<file path="config.mk">
export PLATFORM = sky130hd
export DESIGN_NAME = output_data_format_control
export DESIGN_NICKNAME = d
export VERILOG_FILES = /design/src/inc/odf_pkg.sv /design/src/core/odf_serial_port.sv /design/src/core/output_data_format_control.sv
export SDC_FILE = /design/constraint.sdc
export NUM_CORES = 1
export LEC_CHECK = 0
export BUFFER_PORTS_ARGS = -buffer_cell sky130_fd_sc_hd__clkbuf_2
export CORE_MARGIN = 4
export CORE_UTILIZATION = 56
export CTS_CLUSTER_DIAMETER = 200
export DETAILED_ROUTE_END_ITERATION = 10
export PLACE_DENSITY = 0.8
export SLEW_MARGIN = 20
export SYNTH_ARGS = -nofsm -noshare
export SYNTH_HDL_FRONTEND = slang
export SYNTH_SLANG_ARGS = --single-unit
</file>
<file path="constraint.sdc">
create_clock -name ref_clk -period 2.3 [get_ports ref_clk]
set_input_delay 0.345 -clock ref_clk [delete_from_list [all_inputs] [get_ports ref_clk]]
set_output_delay 0.345 -clock ref_clk [all_outputs]
set_load 0.05 [all_outputs]
</file>
<file path="src/inc/odf_pkg.sv">
// Package of constants and types for the output data format control block
package odf_pkg;
   // ****************************************************************
   // Register map
   // ****************************************************************
   localparam logic [6:0] ADDR_SW_RESET    = 7'h00;
   localparam logic [6:0] ADDR_DATA_FORMAT = 7'h04;
   localparam int         SW_RESET_BIT     = 7;
   localparam logic [7:0] FORMAT_RESET     = 8'h00;
   localparam logic [7:0] FORMAT_USED_MASK = 8'h3f;
   localparam int         WORD_BITS        = 16;
   localparam int         SAMPLE_BITS      = 14;

   // ****************************************************************
   // Field layout and pattern codes
   // ****************************************************************
   typedef enum logic [2:0] {
      PAT_OFF     = 3'h0,
      PAT_ZEROS   = 3'h1,
      PAT_ONES    = 3'h3,
      PAT_CHECKER = 3'h5,
      PAT_TOGGLE  = 3'h7
   } odf_pattern_t;

   typedef struct packed {
      logic [1:0]   unused;
      odf_pattern_t testPatternSelect;
      logic         alternatePolarityEnable;
      logic         outputScramblerEnable;
      logic         signedCodingSelect;
   } odf_format_t;

   typedef struct packed {
      logic                   overrangeFlag;
      logic [SAMPLE_BITS-1:0] sampleBits;
   } odf_sample_t;

   localparam logic [SAMPLE_BITS:0] CHECKER_WORD = 15'h5555;
   localparam logic [SAMPLE_BITS:0] ALL_ONES     = 15'h7fff;
   localparam logic [SAMPLE_BITS:0] ALL_ZEROS    = 15'h0000;
   localparam logic [SAMPLE_BITS:0] SIGN_FLIP    = 15'h2000;
   localparam logic [SAMPLE_BITS:0] ABP_MASK     = 15'h2aaa;
   localparam logic [SAMPLE_BITS:0] LSB_MASK     = 15'h3ffe;
   localparam logic [SAMPLE_BITS:0] LSB_ONLY     = 15'h0001;
endpackage : odf_pkg

</file>
<file path="src/core/odf_serial_port.sv">
// Serial register port: shifts the 16-bit command word and serves read back
`timescale 1ns/1ps
module odf_serial_port (
   input  wire logic            ref_clk,
   input  wire logic            reset_n,
   input  wire logic            csSyncN,
   input  wire logic            sckRise,
   input  wire logic            sckFall,
   input  wire logic            sdiSync,
   input  wire logic [7:0]      readData,
   output logic                 wordDone,
   output logic                 wordRead,
   output logic [6:0]           wordAddr,
   output logic [7:0]           wordData,
   output logic                 sdoOutEnN
);
   import odf_pkg::*;

   logic [WORD_BITS-1:0] shift_ff;
   logic [4:0]           count_ff;
   logic [7:0]           rdShift_ff;
   logic                 sdoLow_ff;
   logic                 csPrev_ff;
   logic                 done_ff;
   logic [6:0]           addr_ff;
   logic                 rw_ff;

   // ****************************************************************
   // Input shift: rw bit, address, data in that order
   // ****************************************************************
   // Edges past the sixteenth are ignored; count saturates
   always_ff @(posedge ref_clk or negedge reset_n) begin
      if (!reset_n) begin
         shift_ff <= '0;
         count_ff <= '0;
      end else if (csSyncN) begin
         count_ff <= '0;
      end else if (sckRise && count_ff < 5'(WORD_BITS)) begin
         shift_ff <= {shift_ff[WORD_BITS-2:0], sdiSync};
         count_ff <= count_ff + 5'h01;
      end
   end

   // Address and rw bit held from the eighth edge, so read back can use them mid-frame
   always_ff @(posedge ref_clk or negedge reset_n) begin
      if (!reset_n) begin
         addr_ff <= '0;
         rw_ff   <= 1'b0;
      end else if (sckRise && count_ff == 5'h07) begin
         addr_ff <= {shift_ff[5:0], sdiSync};
         rw_ff   <= shift_ff[6];
      end
   end

   // Word completes when select rises after a full word
   always_ff @(posedge ref_clk or negedge reset_n) begin
      if (!reset_n) begin
         csPrev_ff <= 1'b1;
         done_ff   <= 1'b0;
      end else begin
         csPrev_ff <= csSyncN;
         done_ff   <= csSyncN && !csPrev_ff && count_ff == 5'(WORD_BITS);
      end
   end

   assign wordDone = done_ff;
   assign wordRead = rw_ff;
   assign wordAddr = addr_ff;
   assign wordData = shift_ff[7:0];

   // ****************************************************************
   // Read back on the open-drain output
   // ****************************************************************
   // Data loaded after the eighth bit, shifted out on falling edges
   always_ff @(posedge ref_clk or negedge reset_n) begin
      if (!reset_n) begin
         rdShift_ff <= '0;
         sdoLow_ff  <= 1'b0;
      end else if (csSyncN) begin
         sdoLow_ff <= 1'b0;
      end else if (sckFall && count_ff == 5'h08 && rw_ff) begin
         rdShift_ff <= {readData[6:0], 1'b0};
         sdoLow_ff  <= !readData[7];
      end else if (sckFall && rw_ff && count_ff > 5'h08 && count_ff < 5'(WORD_BITS)) begin
         sdoLow_ff  <= !rdShift_ff[7];
         rdShift_ff <= {rdShift_ff[6:0], 1'b0};
      end
   end

   // Enable low pulls the line low
   assign sdoOutEnN = !sdoLow_ff;
endmodule : odf_serial_port

</file>
<file path="src/core/output_data_format_control.sv">
// Format register and output pattern stage of the sampling converter
`timescale 1ns/1ps
module output_data_format_control (
   input  wire logic                  ref_clk,
   input  wire logic                  reset_n,
   input  wire logic                  csPinN,
   input  wire logic                  sckPin,
   input  wire logic                  sdiPin,
   output logic                       sdoOut,
   output logic                       sdoOutEnN,
   input  wire odf_pkg::odf_sample_t  sampleIn,
   output odf_pkg::odf_sample_t       sampleOut,
   output logic                       alternatePolarityEnable,
   output logic                       outputScramblerEnable,
   output logic                       signedCodingSelect
);
   import odf_pkg::*;

   logic [2:0]  csSync_ff, sckSync_ff;
   logic [1:0]  sdiSync_ff;
   logic        wordDone, wordRead;
   logic [6:0]  wordAddr;
   logic [7:0]  wordData;
   odf_format_t format_ff;
   logic        phase_ff;
   logic [SAMPLE_BITS:0] word, coded;

   // ****************************************************************
   // Pin synchronisers
   // ****************************************************************
   // Third stage only feeds edge detection, never the first stage
   always_ff @(posedge ref_clk or negedge reset_n) begin
      if (!reset_n) begin
         csSync_ff  <= 3'h7;
         sckSync_ff <= 3'h0;
         sdiSync_ff <= 2'h0;
      end else begin
         csSync_ff  <= {csSync_ff[1:0], csPinN};
         sckSync_ff <= {sckSync_ff[1:0], sckPin};
         sdiSync_ff <= {sdiSync_ff[0], sdiPin};
      end
   end

   odf_serial_port u_port (
      .ref_clk   (ref_clk),
      .reset_n   (reset_n),
      .csSyncN   (csSync_ff[1]),
      .sckRise   (sckSync_ff[1] && !sckSync_ff[2]),
      .sckFall   (!sckSync_ff[1] && sckSync_ff[2]),
      .sdiSync   (sdiSync_ff[1]),
      .readData  (wordAddr == ADDR_DATA_FORMAT ? format_ff & FORMAT_USED_MASK : 8'h00),
      .wordDone  (wordDone),
      .wordRead  (wordRead),
      .wordAddr  (wordAddr),
      .wordData  (wordData),
      .sdoOutEnN (sdoOutEnN)
   );

   assign sdoOut = 1'b0;

   // ****************************************************************
   // Format register
   // ****************************************************************
   // Updated only when a full write word completes, so no sample sees half a write
   always_ff @(posedge ref_clk or negedge reset_n) begin
      if (!reset_n) begin
         format_ff <= FORMAT_RESET;
      end else if (wordDone && !wordRead) begin
         if (wordAddr == ADDR_SW_RESET && wordData[SW_RESET_BIT]) begin
            format_ff <= FORMAT_RESET;
         end else if (wordAddr == ADDR_DATA_FORMAT) begin
            format_ff <= wordData;
         end
      end
   end

   // Mode bits go to the downstream coding, polarity and scrambler stages
   assign alternatePolarityEnable = format_ff.alternatePolarityEnable;
   assign outputScramblerEnable   = format_ff.outputScramblerEnable;
   assign signedCodingSelect      = format_ff.signedCodingSelect;

   // Sample phase for alternating patterns
   always_ff @(posedge ref_clk or negedge reset_n) begin
      if (!reset_n) begin
         phase_ff <= 1'b0;
      end else begin
         phase_ff <= !phase_ff;
      end
   end

   // ****************************************************************
   // Data path: coding, scrambling, polarity, test patterns
   // ****************************************************************
   always_comb begin
      coded = sampleIn;
      if (format_ff.signedCodingSelect) begin
         coded = coded ^ SIGN_FLIP;
      end
      if (format_ff.outputScramblerEnable) begin
         coded = coded ^ ({SAMPLE_BITS+1{coded[0]}} & LSB_MASK);
      end
      if (format_ff.alternatePolarityEnable) begin
         coded = coded ^ ABP_MASK;
      end
      // Undefined codes fall back to normal data; host must avoid them
      case (format_ff.testPatternSelect)
         PAT_OFF:     word = coded;
         PAT_ZEROS:   word = ALL_ZEROS;
         PAT_ONES:    word = ALL_ONES;
         PAT_CHECKER: word = phase_ff ? ~CHECKER_WORD : CHECKER_WORD;
         PAT_TOGGLE:  word = phase_ff ? ALL_ONES : ALL_ZEROS;
         default:     word = coded;
      endcase
   end

   always_ff @(posedge ref_clk or negedge reset_n) begin
      if (!reset_n) begin
         sampleOut <= '0;
      end else begin
         sampleOut <= word;
      end
   end
endmodule : output_data_format_control

</file>
==> results of run 1 <==
-- critical path, cell delays in order, from the launching register on --
cell and delay [ns]:
dfrtp_1 0.40, or3b_1 0.55, nor3_4 0.43, mux2_2 0.39
-- registers in the layout, summed over array words and instances, names as in the netlist, 2 cells and up --
signal,flops
sampleOut,15
u_port.shift_ff,8
u_port.rdShift_ff,7
u_port.wordAddr,7
u_port.count_ff,5
format_ff,3
sckSync_ff,3
csSync_ff,2
sdiSync_ff,2
-- cell type report --
cell class	count	area, um2
clock buffers	13	139
clock inverters	3	15.0
fillers	328	1450
inverters	13	48.8
multi-input cells	125	1020
flip-flops and latches	60	1510
well taps	52	65.1
repair buffers	43	230
-- power by group through the flow --
stage               combinational, mW  sequential [mW]  clock, mW
floorplan                       0.131             1.25          0
global placement                0.242             1.22          0
detailed placement              0.250             1.22          0
CTS                             0.251             1.21      0.787
global route                    0.271             1.22      0.853
finish                          0.246             1.21      0.769
-- worst min-delay path by stage --
stage,cells after the start,from,slack (ns),end
finish,1,csPinN,0.09,csSync_ff[0]
CTS,1,csPinN,0.07,csSync_ff[0]
floorplan,0,reset_n,0.05,alternatePolarityEnable
global route,1,csPinN,0.07,csSync_ff[0]
detailed placement,1,reset_n,0.31,u_port.count_ff[1]
global placement,1,reset_n,0.31,u_port.count_ff[1]
-- per-stage QoR --
stage	cell area [um2]	utilization, %	std cells	worst slack [ns]	hold WS [ns]
3_3_place_gp	2860	64.0	292	0.477	0.309
5_1_grt	3030	67.6	309	0.350	0.0661
3_5_place_dp	2860	64.0	292	0.428	0.305
4_1_cts	3030	67.6	309	0.428	0.0737
2_1_floorplan	2640	-	212	0.602	0.0494
6_report	3030	67.6	309	0.421	0.0888
-- cells by family after synthesis --
logic type               after synthesis
buffers and inverters                 27
XOR/XNOR                              16
other                                  1
flip-flops                            60
AND/OR/NAND/NOR                       48
multiplexers                          30
AO/OA/AOI/OAI                         28
adder cells (fa/ha/maj)                2
-- synthesized netlist by cell type --
| master | count | area [um2] |
|---|---|---|
| dfrtp_1 | 57 | 1430 |
| mux2_2 | 17 | 191 |
| nand2_1 | 16 | 60.1 |
| inv_1 | 13 | 48.8 |
| mux2i_1 | 13 | 130 |
| o21ai_0 | 12 | 60.1 |
| xnor2_1 | 9 | 78.8 |
| a21oi_1 | 8 | 40.0 |
| clkbuf_1 | 8 | 30.0 |
| xnor3_1 | 7 | 158 |
| nand4_1 | 6 | 37.5 |
| a31oi_1 | 5 | 31.3 |
| nand3_1 | 4 | 20.0 |
| nor2_1 | 4 | 15.0 |
| buf_2 | 3 | 15.0 |
| dfstp_2 | 3 | 78.8 |
| nor2b_1 | 3 | 18.8 |
| and2_1 | 2 | 12.5 |
| ha_1 | 2 | 25.0 |
| nand2b_1 | 2 | 12.5 |
| or3_2 | 2 | 15.0 |
| and3b_1 | 1 | 8.76 |
| and4_1 | 1 | 8.76 |
| and4bb_2 | 1 | 12.5 |
| buf_1 | 1 | 3.75 |
| buf_4 | 1 | 7.51 |
| buf_6 | 1 | 11.3 |
| conb_1 | 1 | 3.75 |
| nor2_2 | 1 | 6.26 |
| nor3_1 | 1 | 5.00 |
| nor3_4 | 1 | 16.3 |
| nor4_1 | 1 | 6.26 |
| nor4_2 | 1 | 12.5 |
| o2111a_1 | 1 | 11.3 |
| o21ba_2 | 1 | 10.0 |
| o22ai_1 | 1 | 6.26 |
| or3b_1 | 1 | 8.76 |
-- per-layer routing --
| metal | track usage (%) | vias to the layer above | share of wire [%] | wire [um] |
|---|---|---|---|---|
| li1 | - | 808 | - | - |
| met3 | 5.85 | 11 | 4.0 | 186 |
| met5 | 0 | - | 0 | 0 |
| met1 | 24.3 | 836 | 44 | 2060 |
| met2 | 26.8 | 32 | 49 | 2270 |
| met4 | 11.1 | 0 | 2.8 | 129 |
-- timing repair --
action	4_1_cts	5_1_grt
hold buffers	1	0
setup endpoints to repair	0	0
hold endpoints to repair	15	0
==> impl_metrics.toml, run 1 <==
[status]
outcome = "finished, final reports clean"

[layout]
final_common_cell = "dfrtp_1"
drive_gt1_share_pct = 31.5
final_cell_mix = "dfrtp_1, clkbuf_2, mux2_2"
diodes = 0
syn_to_final_growth_pct = 14.4
fin_nets = 274

[timing]
tightest_slew_ns = 0.614
rsz0062_at_grt = "false"
setup_viol = 0
finalCritPeriodShare_pct = 81.7
finalSetupTns_ns = 0
min_period_ns = 1.88
timing.fmax_ghz = 0.532
skew_ns = 0.00695
slew_violations = 0
slew_headroom_pct = 58.8
report.final.hold_viol_count = 0

[routing]
wl_per_cell_um = 15.1
first_pass_iters = 4
viasPerCell = 5.46
ant_nets = 0
wl_mm = 4.65
dr_total_vias = 1687
drt_iter0_markers = 58
drc = 0

[power_and_ir_drop]
p_clk_share_pct = 34.6
total_power_mw = 2.22
combPwrFrac_pct = 11.1
ir_drop_mv = 0.485
power_switching_uw = 593
seq_power_share_pct = 54.3
leakagePower_nw = 1.46
powerDensity_nw_per_um2 = 734
intPower_mw = 1.63
swShare_pct = 26.7

[die]
rows = 24
dieArea_um2 = 5880
coreArea_um2 = 4470
die_y_um = 76.7
io-pin-count = 40
initial_core_util_pct = 59.1
die_w_um = 76.7

[logic_synthesis]
yosys.area_share.simple_pct = 10.5
synthAdderAreaFrac_pct = 0.947
seq_area_frac_synth_pct = 56.9
synth_compound_area_share_pct = 6.01
synth_warnings = 0
syn-num-nets = 234
synth_mux_area_share_pct = 12.2
syn_area_um2 = 2640
syn_area_per_cell_um2 = 12.5
synth_cell_types = 37
synthCells = 212
synth-seq-cells = 60
synth_xor_area_share_pct = 8.94
synth_top_family_by_area = "multiplexers"

[placement]
hpwl_mm = 3.28
portBuffers = 38
gp_congestion = 0.755

[grt]
grt_pass1_vias = 1760
overflow = 0
grt_first_pass_wirelength_mm = 8.33
antenna_found_initial = 0
grtUsageTotal_pct = 18.5
grt_max_degree = 23

[critical_path]
start_kind = "flop"
worst-setup-path-type = "reg -> reg"
cp_max_fo = 9
critPathCaptureType = "flop"
rr_worst_depth = 3
r2r_slack_ns = 0.42
cp-endpoint = "u_port.wordAddr[2]"
required_ns = 2.53
reg2reg_from = "u_port.count_ff[4]"
startpoint = "u_port.count_ff[4]"
arrival_ns = 2.11
worstReg2RegEnd = "u_port.wordAddr[2]"

[cts]
post_cts_buffers = 0
cts_resized = 0
cts_sinks = 60
cts-buffers-inserted = 9
cts.path.max_buffers = 2
cts_root_buffer = "clkbuf_8"
cts.clk_slew.worst_paths_ns = 0.07
clock_latency_ns = 0.34
h-tree-depth = 3
cts_tree = "built"

[run]
drv_cap = 0

[hold_path]
min_path_type = "in -> reg"
(Power assumes the default switching activity.)
==> run 2, diff against run 1 <==
--- a/config.mk
+++ b/config.mk
@@ -5,12 +5,13 @@
 export SDC_FILE = /design/constraint.sdc
 export NUM_CORES = 1
 export LEC_CHECK = 0
+export ABC_AREA = 1
 export BUFFER_PORTS_ARGS = -buffer_cell sky130_fd_sc_hd__clkbuf_2
 export CORE_MARGIN = 4
-export CORE_UTILIZATION = 56
+export CORE_UTILIZATION = 51
 export CTS_CLUSTER_DIAMETER = 200
 export DETAILED_ROUTE_END_ITERATION = 10
-export PLACE_DENSITY = 0.8
+export PLACE_DENSITY = 0.76
 export SLEW_MARGIN = 20
 export SYNTH_ARGS = -nofsm -noshare
 export SYNTH_HDL_FRONTEND = slang
==> constraint.sdc (replaced) <==
create_clock -name ref_clk -period 1.59 [get_ports ref_clk]
set_input_delay 0.2385 -clock ref_clk [delete_from_list [all_inputs] [get_ports ref_clk]]
set_output_delay 0.2385 -clock ref_clk [all_outputs]
set_load 0.05 [all_outputs]
==> run 2 against run 1 <==
Net effect: clock skew rose by 0.0017 ns; register-to-register slack got worse by 0.17 ns; setup slack got worse by 0.25 ns; flip-flop and latch count did not move; largest cell class unchanged; largest power group unchanged; clock-buffer cell count rose by 2.
==> impl_metrics.toml, run 2 <==
[logic_synthesis]
synth_edf_count = 0
syn-num-nets = 315
synthTopCellsByCount = "nand2_1, dfrtp_1, inv_1"
syn_area_um2 = 2670
synthTopCellsByArea = "dfrtp_1, nand2_1, inv_1"
synth_top_cell_by_area = "dfrtp_1"
synthMostInstantiatedCell = "nand2_1"
ys.flop_type = "dfrtp_1"
synthCells = 293
syn_area_per_cell_um2 = 9.10
synth_top_area_share_pct = 53.5
synth_warnings = 0
synth_cell_types = 31
ys_async_sr_fraction_pct = 100
seq_area_frac_synth_pct = 56.5
synth-seq-cells = 60

[placement]
hpwl_mm = 3.56
dp_slack_ns = 0.240
place_inst = 398
gp_congestion = 0.787
place_area_um2 = 2940
portBuffers = 38

[timing]
finalCritPeriodShare_pct = 89.2
setup_viol = 0
slew_violations = 0
min_period_ns = 1.42
finalSetupTns_ns = 0
report.final.hold_viol_count = 0
rsz0062_at_grt = "false"
worst_slack_ns = 0.172
timing.hold.ws_ns = 0.124
tightest_slew_ns = 0.575
skew_ns = 0.00867
timing.fmax_ghz = 0.705
slew_headroom_pct = 61.7

[layout]
fin_nets = 365
fin_util_pct = 62.8
final_common_cell = "nand2_1"
diodes = 0
layout.cells.non_filler = 418
drive_gt1_share_pct = 24.4
final_cell_mix = "nand2_1, dfrtp_1, clkbuf_2"
top_register = "sampleOut"
reg_top3 = "sampleOut: 15 flops, u_port.shift_ff: 8 flops"
largest_reg_flops = 15
syn_to_final_growth_pct = 19.5
design_area_um2 = 3190

[routing]
wl_mm = 4.81
dr_total_vias = 1997
drc = 0
first_pass_iters = 4
wl_per_cell_um = 11.5
viasPerCell = 4.78
drt_iter0_markers = 104
ant_nets = 0

[critical_path]
cp_max_fo = 5
start_kind = "flop"
worst-path-buf-inv = 1
path_cells = "clkbuf_2"
critPathCaptureType = "primary output"
required_ns = 1.35
worst-setup-path-type = "reg -> out"
critPathTopFamily = "flip-flops"
arrival_ns = 1.18
cpPeakStageDelay_ns = 0.51
cp_slowest_cell = "dfrtp_1"

[grt]
grt_max_degree = 23
grtUsageTotal_pct = 17.2
use_met1_pct = 21.0
overflow = 0
use_met2_pct = 27.3
grt_use_met3_pct = 6.39
grt_first_pass_wirelength_mm = 8.32
antenna_found_initial = 0
grt.busiest_layer = "met2"
grt_pass1_vias = 1880

[die]
die_y_um = 80.3
die_w_um = 80.3
coreArea_um2 = 5070
dieArea_um2 = 6450
io-pin-count = 40
rows = 26
initial_core_util_pct = 52.5

[status]
outcome = "finished, final reports clean"

[cts]
holdBufCountCts = 4
cts_sinks = 60
post_cts_buffers = 0
clock_latency_ns = 0.33
cts_resized = 0
cts_tree = "built"
cts.path.max_buffers = 2
cts.clk_slew.worst_paths_ns = 0.06
h-tree-depth = 3
cts_root_buffer = "clkbuf_8"
cts-buffers-inserted = 9

[power_and_ir_drop]
leakagePower_nw = 1.64
swShare_pct = 24.2
ir_drop_mv = 0.599
total_power_mw = 3.38
p_clk_share_pct = 41.4
power_switching_uw = 819
seq_power_share_pct = 49.0
combPwrFrac_pct = 9.6
powerDensity_nw_per_um2 = 1060
intPower_mw = 2.56

[hold_path]
min_path_type = "in -> reg"

[run]
drv_cap = 0
## run 2: cell count changes after synthesis, moves of 8 or more
cell      before  now
inv_1         13   26
mux2_2        17    0
o21ai_2        0    8
nand2_1       16   93
o21ai_0       12    3
o21ai_1        0   16
nand3_1        4   15
nor2_1         4   19
mux2i_1       13    0
clkbuf_1       8    0
## run 2: area by class of cell
type                       count  area, um2
timing repair buffer          45        278
multi-input combinational    192        975
inverter                      35        134
clock inverter                 1       30.0
tap                           70       87.6
clock buffer                  15        176
sequential                    60       1510
fill                         421       1890
## run 2: routing by layer
layer | vias to the layer above | routed length [um]
met5 | - | 0
met4 | 0 | 57
met3 | 7 | 304
met2 | 58 | 2310
met1 | 903 | 2130
li1 | 1029 | -
## run 2: cell families after synthesis
| group | share of synthesized area (%) |
|---|---|
| flip-flops | 56.5 |
| buffers and inverters | 6.95 |
| adder cells (fa/ha/maj) | 0.939 |
| XOR/XNOR | 3.85 |
| other | 0.141 |
| AO/OA/AOI/OAI | 7.42 |
| AND/OR/NAND/NOR | 24.2 |
## run 2: worst reg2reg max path, cell delays in order (launching register included)
cell	delay [ns]
dfrtp_1	0.44
nand2_4	0.19
xor2_2	0.32
nand2_1	0.10
nand3_1	0.10
nand2_1	0.06
## run 2: power groups by stage
stage | clock network, mW | registers [mW] | logic [mW]
CTS | 1.43 | 1.66 | 0.331
global placement | 0 | 1.68 | 0.315
detailed placement | 0 | 1.68 | 0.322
global route | 1.50 | 1.67 | 0.367
finish | 1.40 | 1.66 | 0.325
floorplan | 0 | 1.74 | 0.141
## run 2: final timing paths
path | from | slack (ns) | end | cells past startpoint
hold reg to reg | sckSync_ff[0] | 0.35 | sckSync_ff[1] | 0
setup / recovery | alternatePolarityEnable | 0.17 | alternatePolarityEnable | 1
hold / removal | sampleIn[14] | 0.12 | sampleOut[14] | 3
setup reg to reg | outputScramblerEnable | 0.25 | sampleOut[1] | 5
min in group asynchronous | reset_n | 0.45 | u_port.wordDone | 2
max in group asynchronous | reset_n | 0.63 | sampleOut[9] | 3
